==> src/rail_status_pkg.sv <==
// shared offsets, bit positions and reset values of the rail status bank
package rail_status_pkg;
  localparam int          ADDR_W                = 8;
  localparam int          DATA_W                = 8;
  localparam int          SYNC_STAGES           = 2;
  localparam logic [7:0]  RAIL_GOOD_B_OFFSET    = 8'hb1;
  localparam logic [7:0]  POWER_FAULT_A_OFFSET  = 8'hb2;
  localparam logic [7:0]  POWER_FAULT_B_OFFSET  = 8'hb3;
  localparam logic [7:0]  THERMAL_CRIT_OFFSET   = 8'hb4;
  localparam logic [7:0]  FLAG_RESET            = 8'h00;
  localparam logic [7:0]  RAIL_GOOD_B_MASK      = 8'h3f;
  localparam logic [7:0]  POWER_FAULT_A_MASK    = 8'hff;
  localparam logic [7:0]  POWER_FAULT_B_MASK    = 8'h1f;
  localparam logic [7:0]  THERMAL_CRIT_MASK     = 8'h1f;
  // rail-good b / power-fault b layout
  localparam int          GATE_DRIVE_LDO_BIT    = 5;
  localparam int          AUX_LDO_1_BIT         = 4;
  localparam int          TERMINATION_LDO_BIT   = 3;
  localparam int          LOAD_SWITCH_B2_BIT    = 2;
  localparam int          LOAD_SWITCH_B1_BIT    = 1;
  localparam int          AUX_LDO_3_BIT         = 0;
  // power-fault a layout
  localparam int          AUX_LDO_2_BIT         = 7;
  localparam int          LOAD_SWITCH_A1_BIT    = 6;
  localparam int          STEP_DOWN_LSB         = 0;
  // thermal layout
  localparam int          REST_OF_DIE_BIT       = 4;
  localparam int          TERMINATION_TEMP_BIT  = 3;
  localparam int          UPPER_RIGHT_BIT       = 2;
  localparam int          UPPER_LEFT_BIT        = 1;
  localparam int          LOWER_RIGHT_BIT       = 0;
endpackage : rail_status_pkg

==> src/level_sync.sv <==
`timescale 1ns/1ps
// two-stage synchroniser for a bundle of asynchronous condition levels
module level_sync #(
  parameter int W = 8
) (
  // clock and reset
  input  wire logic         clk_i,
  input  wire logic         rst_b_i,
  // levels
  input  wire logic [W-1:0] async_i,
  output logic      [W-1:0] sync_o
);
  logic [W-1:0] stage1;

  // first stage feeds only the second
  always_ff @(posedge clk_i or negedge rst_b_i) begin
    if (!rst_b_i) begin
      stage1 <= '0;
      sync_o <= '0;
    end else begin
      stage1 <= async_i;
      sync_o <= stage1;
    end
  end
endmodule : level_sync

==> src/sticky_w1c_reg.sv <==
`timescale 1ns/1ps
// eight-bit sticky flag register, write one to clear, set beats clear
module sticky_w1c_reg (
  // clock and reset
  input  wire logic       clk_i,
  input  wire logic       rst_b_i,
  // control
  input  wire logic [7:0] valid_mask_i,
  input  wire logic [7:0] set_i,
  input  wire logic       clr_en_i,
  input  wire logic [7:0] clr_data_i,
  // state
  output logic      [7:0] flags_o
);
  always_ff @(posedge clk_i or negedge rst_b_i) begin
    if (!rst_b_i) begin
      flags_o <= rail_status_pkg::FLAG_RESET;
    end else begin
      // a zero written leaves the bit alone; reserved bits never set
      flags_o <= ((flags_o & ~(clr_en_i ? clr_data_i : 8'h00)) | set_i) & valid_mask_i;
    end
  end
endmodule : sticky_w1c_reg

==> src/rail_fault_thermal_status_bank.sv <==
`timescale 1ns/1ps
// status bank: live rail-good b, sticky power-fault a/b and thermal-critical flags

module rail_fault_thermal_status_bank (
  // clock and reset
  input  wire logic       clk_i,
  input  wire logic       rst_b_i,
  // register port
  input  wire logic [7:0] reg_addr_i,
  input  wire logic       reg_wr_i,
  input  wire logic [7:0] reg_wdata_i,
  input  wire logic       reg_rd_i,
  output logic      [7:0] reg_rdata_o,
  output logic            reg_hit_o,
  // rail-in-window conditions, asynchronous
  input  wire logic       gate_drive_ldo_good_i,
  input  wire logic       aux_ldo_1_good_i,
  input  wire logic       termination_ldo_good_i,
  input  wire logic       load_switch_b2_good_i,
  input  wire logic       load_switch_b1_good_i,
  input  wire logic       aux_ldo_3_good_i,
  // loss-of-regulation conditions, asynchronous
  input  wire logic       aux_ldo_2_fault_i,
  input  wire logic       load_switch_a1_fault_i,
  input  wire logic [5:0] step_down_fault_i,
  input  wire logic       aux_ldo_1_fault_i,
  input  wire logic       termination_ldo_fault_i,
  input  wire logic       load_switch_b2_fault_i,
  input  wire logic       load_switch_b1_fault_i,
  input  wire logic       aux_ldo_3_fault_i,
  // over-critical-temperature conditions, asynchronous
  input  wire logic       rest_of_die_overtemp_i,
  input  wire logic       termination_ldo_overtemp_i,
  input  wire logic       upper_right_overtemp_i,
  input  wire logic       upper_left_overtemp_i,
  input  wire logic       lower_right_overtemp_i,
  // flag views
  output logic      [7:0] rail_good_flags_b_o,
  output logic      [7:0] power_fault_flags_a_o,
  output logic      [7:0] power_fault_flags_b_o,
  output logic      [7:0] thermal_critical_flags_o
);
  logic [7:0]  good_raw;
  logic [7:0]  fault_a_raw;
  logic [7:0]  fault_b_raw;
  logic [7:0]  temp_raw;
  logic [31:0] sync_out;
  logic [7:0]  good_s;
  logic [7:0]  fault_a_s;
  logic [7:0]  fault_b_s;
  logic [7:0]  temp_s;
  logic [7:0]  fault_a;
  logic [7:0]  fault_b;
  logic [7:0]  temp_crit;
  logic [7:0]  next_rdata;
  logic        next_hit;
  logic [1:0]  run_age;

  function automatic logic wr_at(input logic we, input logic [7:0] a, input logic [7:0] off);
    wr_at = we && (a == off);
  endfunction : wr_at

  always_comb begin
    good_raw = 8'h00;
    good_raw[rail_status_pkg::GATE_DRIVE_LDO_BIT]  = gate_drive_ldo_good_i;
    good_raw[rail_status_pkg::AUX_LDO_1_BIT]       = aux_ldo_1_good_i;
    good_raw[rail_status_pkg::TERMINATION_LDO_BIT] = termination_ldo_good_i;
    good_raw[rail_status_pkg::LOAD_SWITCH_B2_BIT]  = load_switch_b2_good_i;
    good_raw[rail_status_pkg::LOAD_SWITCH_B1_BIT]  = load_switch_b1_good_i;
    good_raw[rail_status_pkg::AUX_LDO_3_BIT]       = aux_ldo_3_good_i;
    fault_a_raw = 8'h00;
    fault_a_raw[rail_status_pkg::AUX_LDO_2_BIT]      = aux_ldo_2_fault_i;
    fault_a_raw[rail_status_pkg::LOAD_SWITCH_A1_BIT] = load_switch_a1_fault_i;
    fault_a_raw[rail_status_pkg::STEP_DOWN_LSB +: 6] = step_down_fault_i;
    fault_b_raw = 8'h00;
    fault_b_raw[rail_status_pkg::AUX_LDO_1_BIT]       = aux_ldo_1_fault_i;
    fault_b_raw[rail_status_pkg::TERMINATION_LDO_BIT] = termination_ldo_fault_i;
    fault_b_raw[rail_status_pkg::LOAD_SWITCH_B2_BIT]  = load_switch_b2_fault_i;
    fault_b_raw[rail_status_pkg::LOAD_SWITCH_B1_BIT]  = load_switch_b1_fault_i;
    fault_b_raw[rail_status_pkg::AUX_LDO_3_BIT]       = aux_ldo_3_fault_i;
    temp_raw = 8'h00;
    temp_raw[rail_status_pkg::REST_OF_DIE_BIT]      = rest_of_die_overtemp_i;
    temp_raw[rail_status_pkg::TERMINATION_TEMP_BIT] = termination_ldo_overtemp_i;
    temp_raw[rail_status_pkg::UPPER_RIGHT_BIT]      = upper_right_overtemp_i;
    temp_raw[rail_status_pkg::UPPER_LEFT_BIT]       = upper_left_overtemp_i;
    temp_raw[rail_status_pkg::LOWER_RIGHT_BIT]      = lower_right_overtemp_i;
  end

  // analog comparators are asynchronous to clk_i
  level_sync #(.W(32)) u_sync (
    .clk_i   (clk_i),
    .rst_b_i (rst_b_i),
    .async_i ({temp_raw, fault_b_raw, fault_a_raw, good_raw}),
    .sync_o  (sync_out)
  );

  assign good_s    = sync_out[7:0] & rail_status_pkg::RAIL_GOOD_B_MASK;
  assign fault_a_s = sync_out[15:8];
  assign fault_b_s = sync_out[23:16];
  assign temp_s    = sync_out[31:24];

  sticky_w1c_reg u_fault_a (
    .clk_i        (clk_i),
    .rst_b_i      (rst_b_i),
    .valid_mask_i (rail_status_pkg::POWER_FAULT_A_MASK),
    .set_i        (fault_a_s),
    .clr_en_i     (wr_at(reg_wr_i, reg_addr_i, rail_status_pkg::POWER_FAULT_A_OFFSET)),
    .clr_data_i   (reg_wdata_i),
    .flags_o      (fault_a)
  );

  sticky_w1c_reg u_fault_b (
    .clk_i        (clk_i),
    .rst_b_i      (rst_b_i),
    .valid_mask_i (rail_status_pkg::POWER_FAULT_B_MASK),
    .set_i        (fault_b_s),
    .clr_en_i     (wr_at(reg_wr_i, reg_addr_i, rail_status_pkg::POWER_FAULT_B_OFFSET)),
    .clr_data_i   (reg_wdata_i),
    .flags_o      (fault_b)
  );

  sticky_w1c_reg u_temp (
    .clk_i        (clk_i),
    .rst_b_i      (rst_b_i),
    .valid_mask_i (rail_status_pkg::THERMAL_CRIT_MASK),
    .set_i        (temp_s),
    .clr_en_i     (wr_at(reg_wr_i, reg_addr_i, rail_status_pkg::THERMAL_CRIT_OFFSET)),
    .clr_data_i   (reg_wdata_i),
    .flags_o      (temp_crit)
  );

  // rail-good b has no write path at all
  always_comb begin
    next_hit = 1'b1;
    unique case (reg_addr_i)
      rail_status_pkg::RAIL_GOOD_B_OFFSET:   next_rdata = good_s;
      rail_status_pkg::POWER_FAULT_A_OFFSET: next_rdata = fault_a;
      rail_status_pkg::POWER_FAULT_B_OFFSET: next_rdata = fault_b;
      rail_status_pkg::THERMAL_CRIT_OFFSET:  next_rdata = temp_crit;
      default: begin
        next_rdata = 8'h00;
        next_hit   = 1'b0;
      end
    endcase
  end

  // read data held until the next read
  always_ff @(posedge clk_i or negedge rst_b_i) begin
    if (!rst_b_i) begin
      reg_rdata_o <= 8'h00;
      reg_hit_o   <= 1'b0;
    end else if (reg_rd_i) begin
      reg_rdata_o <= next_rdata;
      reg_hit_o   <= next_hit;
    end
  end

  always_ff @(posedge clk_i or negedge rst_b_i) begin
    if (!rst_b_i) begin
      rail_good_flags_b_o      <= rail_status_pkg::FLAG_RESET;
      power_fault_flags_a_o    <= rail_status_pkg::FLAG_RESET;
      power_fault_flags_b_o    <= rail_status_pkg::FLAG_RESET;
      thermal_critical_flags_o <= rail_status_pkg::FLAG_RESET;
    end else begin
      rail_good_flags_b_o      <= good_s;
      power_fault_flags_a_o    <= fault_a;
      power_fault_flags_b_o    <= fault_b;
      thermal_critical_flags_o <= temp_crit;
    end
  end

  // running edges since reset release, saturating; keeps pipeline checks clear of reset
  always_ff @(posedge clk_i or negedge rst_b_i) begin
    if (!rst_b_i) begin
      run_age <= 2'b00;
    end else if (run_age != 2'b11) begin
      run_age <= run_age + 2'b01;
    end
  end

  AST_GOOD_FOLLOWS: assert property (@(posedge clk_i) disable iff (!rst_b_i)
    1'b1 |=> rail_good_flags_b_o == $past(good_s))
    else $error("rail-good view does not follow synchronised level");
  AST_GOOD_RESERVED: assert property (@(posedge clk_i) disable iff (!rst_b_i)
    rail_good_flags_b_o[7:6] == 2'b00)
    else $error("rail-good reserved bits set");
  AST_GOOD_NO_WRITE: assert property (@(posedge clk_i) disable iff (!rst_b_i)
    reg_wr_i && reg_addr_i == rail_status_pkg::RAIL_GOOD_B_OFFSET ##1 $stable(sync_out[7:0]) |-> $stable(good_s))
    else $error("write disturbed rail-good");
  AST_FAULT_A_SET: assert property (@(posedge clk_i) disable iff (!rst_b_i)
    fault_a_s[rail_status_pkg::AUX_LDO_2_BIT] |=> fault_a[rail_status_pkg::AUX_LDO_2_BIT])
    else $error("aux ldo 2 fault not latched");
  AST_FAULT_B_RSV: assert property (@(posedge clk_i) disable iff (!rst_b_i)
    fault_b[7:5] == 3'b000)
    else $error("fault b reserved bits set");
  AST_FAULT_CLEAR: assert property (@(posedge clk_i) disable iff (!rst_b_i)
    wr_at(reg_wr_i, reg_addr_i, rail_status_pkg::POWER_FAULT_A_OFFSET) && reg_wdata_i[0] && !fault_a_s[0]
    |=> !fault_a[0])
    else $error("fault a bit 0 not cleared by write one");
  AST_TEMP_SET: assert property (@(posedge clk_i) disable iff (!rst_b_i)
    temp_raw[rail_status_pkg::REST_OF_DIE_BIT] ##1 temp_raw[rail_status_pkg::REST_OF_DIE_BIT]
    ##1 temp_raw[rail_status_pkg::REST_OF_DIE_BIT] |=> temp_crit[rail_status_pkg::REST_OF_DIE_BIT])
    else $error("die overtemp not latched");
  AST_TEMP_RSV: assert property (@(posedge clk_i) disable iff (!rst_b_i)
    thermal_critical_flags_o[7:5] == 3'b000)
    else $error("thermal reserved bits set");
  AST_STICKY: assert property (@(posedge clk_i) disable iff (!rst_b_i)
    temp_crit[1] && !(reg_wr_i && reg_addr_i == rail_status_pkg::THERMAL_CRIT_OFFSET && reg_wdata_i[1])
    |=> temp_crit[1])
    else $error("thermal flag dropped without clear");
  AST_READ_FAULT_B: assert property (@(posedge clk_i) disable iff (!rst_b_i)
    reg_rd_i && reg_addr_i == rail_status_pkg::POWER_FAULT_B_OFFSET |=> reg_rdata_o == $past(fault_b) && reg_hit_o)
    else $error("fault b read mismatch");

  // reset values; no disable here so the reset itself is watched
  AST_RESET_FLAGS: assert property (@(posedge clk_i)
    !rst_b_i && $past(!rst_b_i) |-> fault_a == 8'h00 && fault_b == 8'h00 && temp_crit == 8'h00)
    else $error("flags not cleared by reset");
  AST_RESET_OUTPUTS: assert property (@(posedge clk_i)
    !rst_b_i && $past(!rst_b_i) |-> reg_rdata_o == 8'h00 && !reg_hit_o && rail_good_flags_b_o == 8'h00
      && power_fault_flags_a_o == 8'h00 && power_fault_flags_b_o == 8'h00 && thermal_critical_flags_o == 8'h00)
    else $error("outputs not cleared by reset");

  // a level seen at edge n shows at edge n+3: two sync stages, then the flag
  AST_GOOD_MAP: assert property (@(posedge clk_i) disable iff (!rst_b_i)
    run_age == 2'b11 |-> rail_good_flags_b_o == $past(good_raw, 3))
    else $error("rail-good view does not match its inputs");
  AST_FAULT_A_MAP: assert property (@(posedge clk_i) disable iff (!rst_b_i)
    run_age == 2'b11 |-> (fault_a & $past(fault_a_raw, 3)) == $past(fault_a_raw, 3))
    else $error("fault a flag missing for its condition");
  AST_FAULT_B_MAP: assert property (@(posedge clk_i) disable iff (!rst_b_i)
    run_age == 2'b11 |-> (fault_b & $past(fault_b_raw, 3)) == $past(fault_b_raw, 3))
    else $error("fault b flag missing for its condition");
  AST_TEMP_MAP: assert property (@(posedge clk_i) disable iff (!rst_b_i)
    run_age == 2'b11 |-> (temp_crit & $past(temp_raw, 3)) == $past(temp_raw, 3))
    else $error("thermal flag missing for its sensor");

  // write one clears unless the condition is still present; write zero leaves the bit
  AST_FAULT_B_CLEAR: assert property (@(posedge clk_i) disable iff (!rst_b_i)
    wr_at(reg_wr_i, reg_addr_i, rail_status_pkg::POWER_FAULT_B_OFFSET)
    |=> (fault_b & $past(reg_wdata_i & ~fault_b_s)) == 8'h00)
    else $error("fault b bit not cleared by write one");
  AST_TEMP_CLEAR: assert property (@(posedge clk_i) disable iff (!rst_b_i)
    wr_at(reg_wr_i, reg_addr_i, rail_status_pkg::THERMAL_CRIT_OFFSET)
    |=> (temp_crit & $past(reg_wdata_i & ~temp_s)) == 8'h00)
    else $error("thermal bit not cleared by write one");
  AST_FAULT_A_KEEP: assert property (@(posedge clk_i) disable iff (!rst_b_i)
    wr_at(reg_wr_i, reg_addr_i, rail_status_pkg::POWER_FAULT_A_OFFSET)
    |=> ($past(fault_a & ~reg_wdata_i) & ~fault_a) == 8'h00)
    else $error("fault a bit lost on write zero");
  AST_TEMP_KEEP: assert property (@(posedge clk_i) disable iff (!rst_b_i)
    wr_at(reg_wr_i, reg_addr_i, rail_status_pkg::THERMAL_CRIT_OFFSET)
    |=> ($past(temp_crit & ~reg_wdata_i) & ~temp_crit) == 8'h00)
    else $error("thermal bit lost on write zero");
  AST_FAULT_B_KEEP: assert property (@(posedge clk_i) disable iff (!rst_b_i)
    !wr_at(reg_wr_i, reg_addr_i, rail_status_pkg::POWER_FAULT_B_OFFSET) |=> ($past(fault_b) & ~fault_b) == 8'h00)
    else $error("fault b bit dropped without clear");

  // flags rise only from their own synchronised condition
  AST_FAULT_A_ONLY: assert property (@(posedge clk_i) disable iff (!rst_b_i)
    1'b1 |-> (fault_a & ~$past(fault_a) & ~$past(fault_a_s)) == 8'h00)
    else $error("fault a bit set without condition");
  AST_FAULT_B_ONLY: assert property (@(posedge clk_i) disable iff (!rst_b_i)
    1'b1 |-> (fault_b & ~$past(fault_b) & ~$past(fault_b_s)) == 8'h00)
    else $error("fault b bit set without condition");
  AST_TEMP_ONLY: assert property (@(posedge clk_i) disable iff (!rst_b_i)
    1'b1 |-> (temp_crit & ~$past(temp_crit) & ~$past(temp_s)) == 8'h00)
    else $error("thermal bit set without sensor");

  // read port returns the addressed register one edge after the strobe
  AST_READ_GOOD: assert property (@(posedge clk_i) disable iff (!rst_b_i)
    reg_rd_i && reg_addr_i == rail_status_pkg::RAIL_GOOD_B_OFFSET |=> reg_rdata_o == $past(good_s) && reg_hit_o)
    else $error("rail-good read mismatch");
  AST_READ_FAULT_A: assert property (@(posedge clk_i) disable iff (!rst_b_i)
    reg_rd_i && reg_addr_i == rail_status_pkg::POWER_FAULT_A_OFFSET |=> reg_rdata_o == $past(fault_a) && reg_hit_o)
    else $error("fault a read mismatch");
  AST_READ_TEMP: assert property (@(posedge clk_i) disable iff (!rst_b_i)
    reg_rd_i && reg_addr_i == rail_status_pkg::THERMAL_CRIT_OFFSET |=> reg_rdata_o == $past(temp_crit) && reg_hit_o)
    else $error("thermal read mismatch");
  AST_READ_MISS: assert property (@(posedge clk_i) disable iff (!rst_b_i)
    reg_rd_i && (reg_addr_i < rail_status_pkg::RAIL_GOOD_B_OFFSET || reg_addr_i > rail_status_pkg::THERMAL_CRIT_OFFSET)
    |=> reg_rdata_o == 8'h00 && !reg_hit_o)
    else $error("unmapped read not refused");

  // host-visible views trail the internal flags by one edge
  AST_VIEW_FAULT_A: assert property (@(posedge clk_i) disable iff (!rst_b_i)
    1'b1 |=> power_fault_flags_a_o == $past(fault_a))
    else $error("fault a view mismatch");
  AST_VIEW_FAULT_B: assert property (@(posedge clk_i) disable iff (!rst_b_i)
    1'b1 |=> power_fault_flags_b_o == $past(fault_b))
    else $error("fault b view mismatch");
  AST_VIEW_TEMP: assert property (@(posedge clk_i) disable iff (!rst_b_i)
    1'b1 |=> thermal_critical_flags_o == $past(temp_crit))
    else $error("thermal view mismatch");

  COV_FAULT_SET: cover property (@(posedge clk_i) disable iff (!rst_b_i) $rose(fault_b[2]));
  COV_TEMP_CLEAR: cover property (@(posedge clk_i) disable iff (!rst_b_i) $fell(temp_crit[4]));
  COV_MISS: cover property (@(posedge clk_i) disable iff (!rst_b_i) reg_rd_i ##1 !reg_hit_o);
  COV_SET_WINS: cover property (@(posedge clk_i) disable iff (!rst_b_i)
    wr_at(reg_wr_i, reg_addr_i, rail_status_pkg::POWER_FAULT_A_OFFSET) && reg_wdata_i[0] && fault_a_s[0]);
  COV_GOOD_WRITE: cover property (@(posedge clk_i) disable iff (!rst_b_i)
    reg_wr_i && reg_addr_i == rail_status_pkg::RAIL_GOOD_B_OFFSET);
endmodule : rail_fault_thermal_status_bank

==> config.mk <==
export PLATFORM = sky130hd
export DESIGN_NAME = rail_fault_thermal_status_bank
export DESIGN_NICKNAME = d
export VERILOG_FILES = /design/src/rail_status_pkg.sv /design/src/level_sync.sv /design/src/sticky_w1c_reg.sv /design/src/rail_fault_thermal_status_bank.sv
export SDC_FILE = /design/constraint.sdc
export NUM_CORES = 1
export LEC_CHECK = 0
export BUFFER_PORTS_ARGS = -buffer_cell sky130_fd_sc_hd__buf_4
export CAP_MARGIN = 40
export CORE_MARGIN = 8
export CORE_UTILIZATION = 52
export DETAILED_ROUTE_END_ITERATION = 12
export PLACE_DENSITY = 0.8
export SLEW_MARGIN = 20
export SYNTH_ARGS = -nofsm -noshare
export SYNTH_HDL_FRONTEND = slang
export SYNTH_SLANG_ARGS = --single-unit
==> constraint.sdc <==
create_clock -name clk_i -period 1.5 [get_ports clk_i]
set_input_delay 0.3 -clock clk_i [delete_from_list [all_inputs] [get_ports clk_i]]
set_output_delay 0.3 -clock clk_i [all_outputs]
set_load 0.005 [all_outputs]
==> impl_results.md <==
* Met1 WL at approximately 2800 um
* Final Wtd Congestion at just under 0.8
* Worst-Skew Late Latency at between 0.3 and 0.4 ns
* Cell Area, Synth at about 0.0033 sq mm
* Top-area cell type share of the netlist area at 0.748
* Dpl hpwl at between 4000 and 5000 um
* Crit end category: flip-flop
* Layout cells sized above 1 at 0.381
* Filler Cells Inserted at around 450
* Post-DRT Antenna Nets at 0
* GRT Util Overall at 0.153
* Tcrit/Tclk final at 0.841
* Fin area at between 0.004 and 0.005 sq mm
* Max Slew Vio Count at 0
* RSZ-0062 raised after global routing: no
* VDD IR max at about 0.81 mV
* Final Critical Period at between 1 and 1.5 ns
* Root buf cell: clkbuf_8
* Met3 wire len at about 470 um
* Synth area leaders: dfrtp_1 75%, nor4bb_1 3.0%, o32a_1 2.4%
* IO Port Bufs at 76
* Drc violations at 0
* Mapped Avg Cell Area at approximately 16 sq um
* CP arrival at about 1.5 ns
* First-pass GRT wire length at 10500 um
* R2R Setup Slk at 0.24 ns
* Row count at 29
* Syn Inst Count at just over 200
* DIE AREA at between 0.009 and 0.01 sq mm
* Crit-path max FO at 3
* Routed len/inst at 17.5 um
* Hold path start: gate_drive_ldo_good_i
* Worst setup SP type: flip-flop
* Die H at 95.8 um
* Drt pass-1 iters at 4
* Initial Util at 0.531
* FMAX at between 0.7 and 0.8 GHz
* Clock Path Buffers at 2
* Max Cap Viol at 0
* Seq/Total Area, Yosys at 0.748
* Placed cell count at about 360
* Reg2reg start: u_fault_b.flags_o[0]
* Finished Layout Cells at approximately 380
* Drt initial violations at ~130
* Synth-to-Final Area Change at 27.0%
* GRT overflow at 0
* Pin count of the biggest net entering global routing at 37
* Total power at between 4 and 5 mW
* Worst hold path type: input port to flip-flop
* Pre-CTS setup slack at -0.0617 ns
* Syn. warnings at 0
* Vias per cell at approximately 5.2
* Yosys reg bits at between 90 and 100
* Drt total wl at around 6600 um
* Antenna violations before repair at 0
* Critical Path RT at ~1.7 ns
* Power Density at ~1100 mW/mm^2
* Final Skew at slightly above 0.009 ns
* Setup CP Type: flip-flop to flip-flop
* Vias at 1940
* Area leader, netlist: dfrtp_1
* I/O pin count at between 80 and 90
* Length of routed met2 wiring at 3250 um
* CTS clk-pin slew, worst paths at roughly 0.090 ns
* CTS Buf Count at 9
* # diodes at 0
* Worst Setup SP: u_fault_b.flags_o[0]
* Worst hold margin at around 0.056 ns
* TritonCTS clock tree: yes
* Final worst slack at 0.238 ns
* Die width at 95.8 um
* Highest metal used: met4
* Core ar. at between 0.006 and 0.007 sq mm
* Pleak at approximately 1.8 nW
* Cell Area, Placed at ~0.0040 sq mm
* Final hold violations at 0
* Unique masters post-synth at 35
* Nets at 338
* Final setup viols at 0
* Vias in the first global route at between 2000 and 2500
* CTS resizes at 0
* Status: finished, final reports clean
* CTS H-Tree Depth at 3
* CTS Sinks at 99
-- registers in the layout (all words and copies together), names as in the netlist, 6 cells and up --
signal / cells
power_fault_flags_a_o: 8
u_sync.stage1: 24
rail_good_flags_b_o: 6
u_fault_a.flags_o: 8
u_sync.sync_o: 24
reg_rdata_o: 8
-- critical path, cell delays in order (launching register included) --
cell,delay [ns]
dfrtp_1,0.40
mux2_2,0.28
a211oi_1,0.33
o31ai_1,0.13
-- power by group --
group          internal, mW  switching [mW]  total [mW]  leakage (nW)
Sequential             2.74          0.0292        2.77          1.07
Clock                 0.689           0.824        1.51        0.0884
Combinational         0.156           0.151       0.307         0.632
Total                  3.59            1.00        4.59          1.79
-- final cells by class --
class                           count  area [sq um]  share of cell area
Inverter                            1          3.75            0.000893
Sequential cell                    99          2480               0.589
Multi-Input combinational cell     97           749               0.178
Clock buffer                       12           155              0.0369
Tap cell                           77          96.3              0.0229
Timing Repair Buffer               86           698               0.166
Clock inverter                      4          25.0             0.00595
-- path summary, 6_finish.rpt --
| path | endpoint | cells past startpoint |
|---|---|---|
| max reg2reg | reg_rdata_o[0] | 3 |
| min | u_sync.stage1[5] | 1 |
| max | reg_rdata_o[0] | 3 |
| min reg2reg | u_sync.sync_o[8] | 0 |
| min in group asynchronous | u_fault_b.flags_o[1] | 2 |
| max in group asynchronous | power_fault_flags_a_o[0] | 3 |
-- what timing repair did --
action,in CTS,in global routing
setup buffers,0,0
hold buffers,1,0
hold endpoints to repair,30,0
-- layer usage --
metal / vias to the layer above / track usage
li1: 914 / -
met1: 958 / 0.198
met2: 61 / 0.230
met3: 7 / 0.0507
met4: 0 / 0.0730
met5: - / 0
-- cells in the mapped netlist (all sizes together) --
master and count:
dfrtp 99, buf 12, nor4bb 10, nand2 8, nand2b 8, o32a 8
nand4b 6, o22a 6, a211oi 5, clkbuf 5, mux2 5, nand4 5
o31ai 5, a21o 4, nand3 2, nand3b 2, nor3b 2, o21ai 2
o2bb2ai 2, a21oi 1, a22o 1, and2 1, and3 1, and4b 1
conb 1, inv 1, nor2 1, nor2b 1, or3 1, or3b 1
-- kinds of logic after synthesis --
kind of cell	after synthesis	share of synthesized area
flops	99	0.748
compound gates	34	0.0865
simple gates	50	0.114
mux	5	0.0170
other cells	1	0.00113
buf+inv	18	0.0336
-- per-stage QoR --
stage / setup TNS, ns / util
final: 0 / 0.674
after global routing: 0 / 0.674
after CTS: 0 / 0.674
after detailed placement: -0.0872 / 0.643
after global placement: 0 / 0.643
after floorplan: 0 / -
-- layout by cell type, fill, tap and decap left out, types with 5 or more instances in the layout --
| master | Yosys | layout |
|---|---|---|
| a211oi_1 | 5 | 5 |
| buf_4 | 8 | 81 |
| clkbuf_8 | 0 | 11 |
| conb_1 | 1 | 8 |
| dfrtp_1 | 99 | 99 |
| mux2_2 | 5 | 5 |
| nand2_1 | 8 | 8 |
| nand2b_1 | 8 | 8 |
| nand4_1 | 5 | 5 |
| nand4b_1 | 6 | 6 |
| nor4bb_1 | 10 | 10 |
| o22a_2 | 6 | 6 |
| o31ai_1 | 5 | 5 |
| o32a_1 | 8 | 8 |
(Power assumes the default switching activity.)
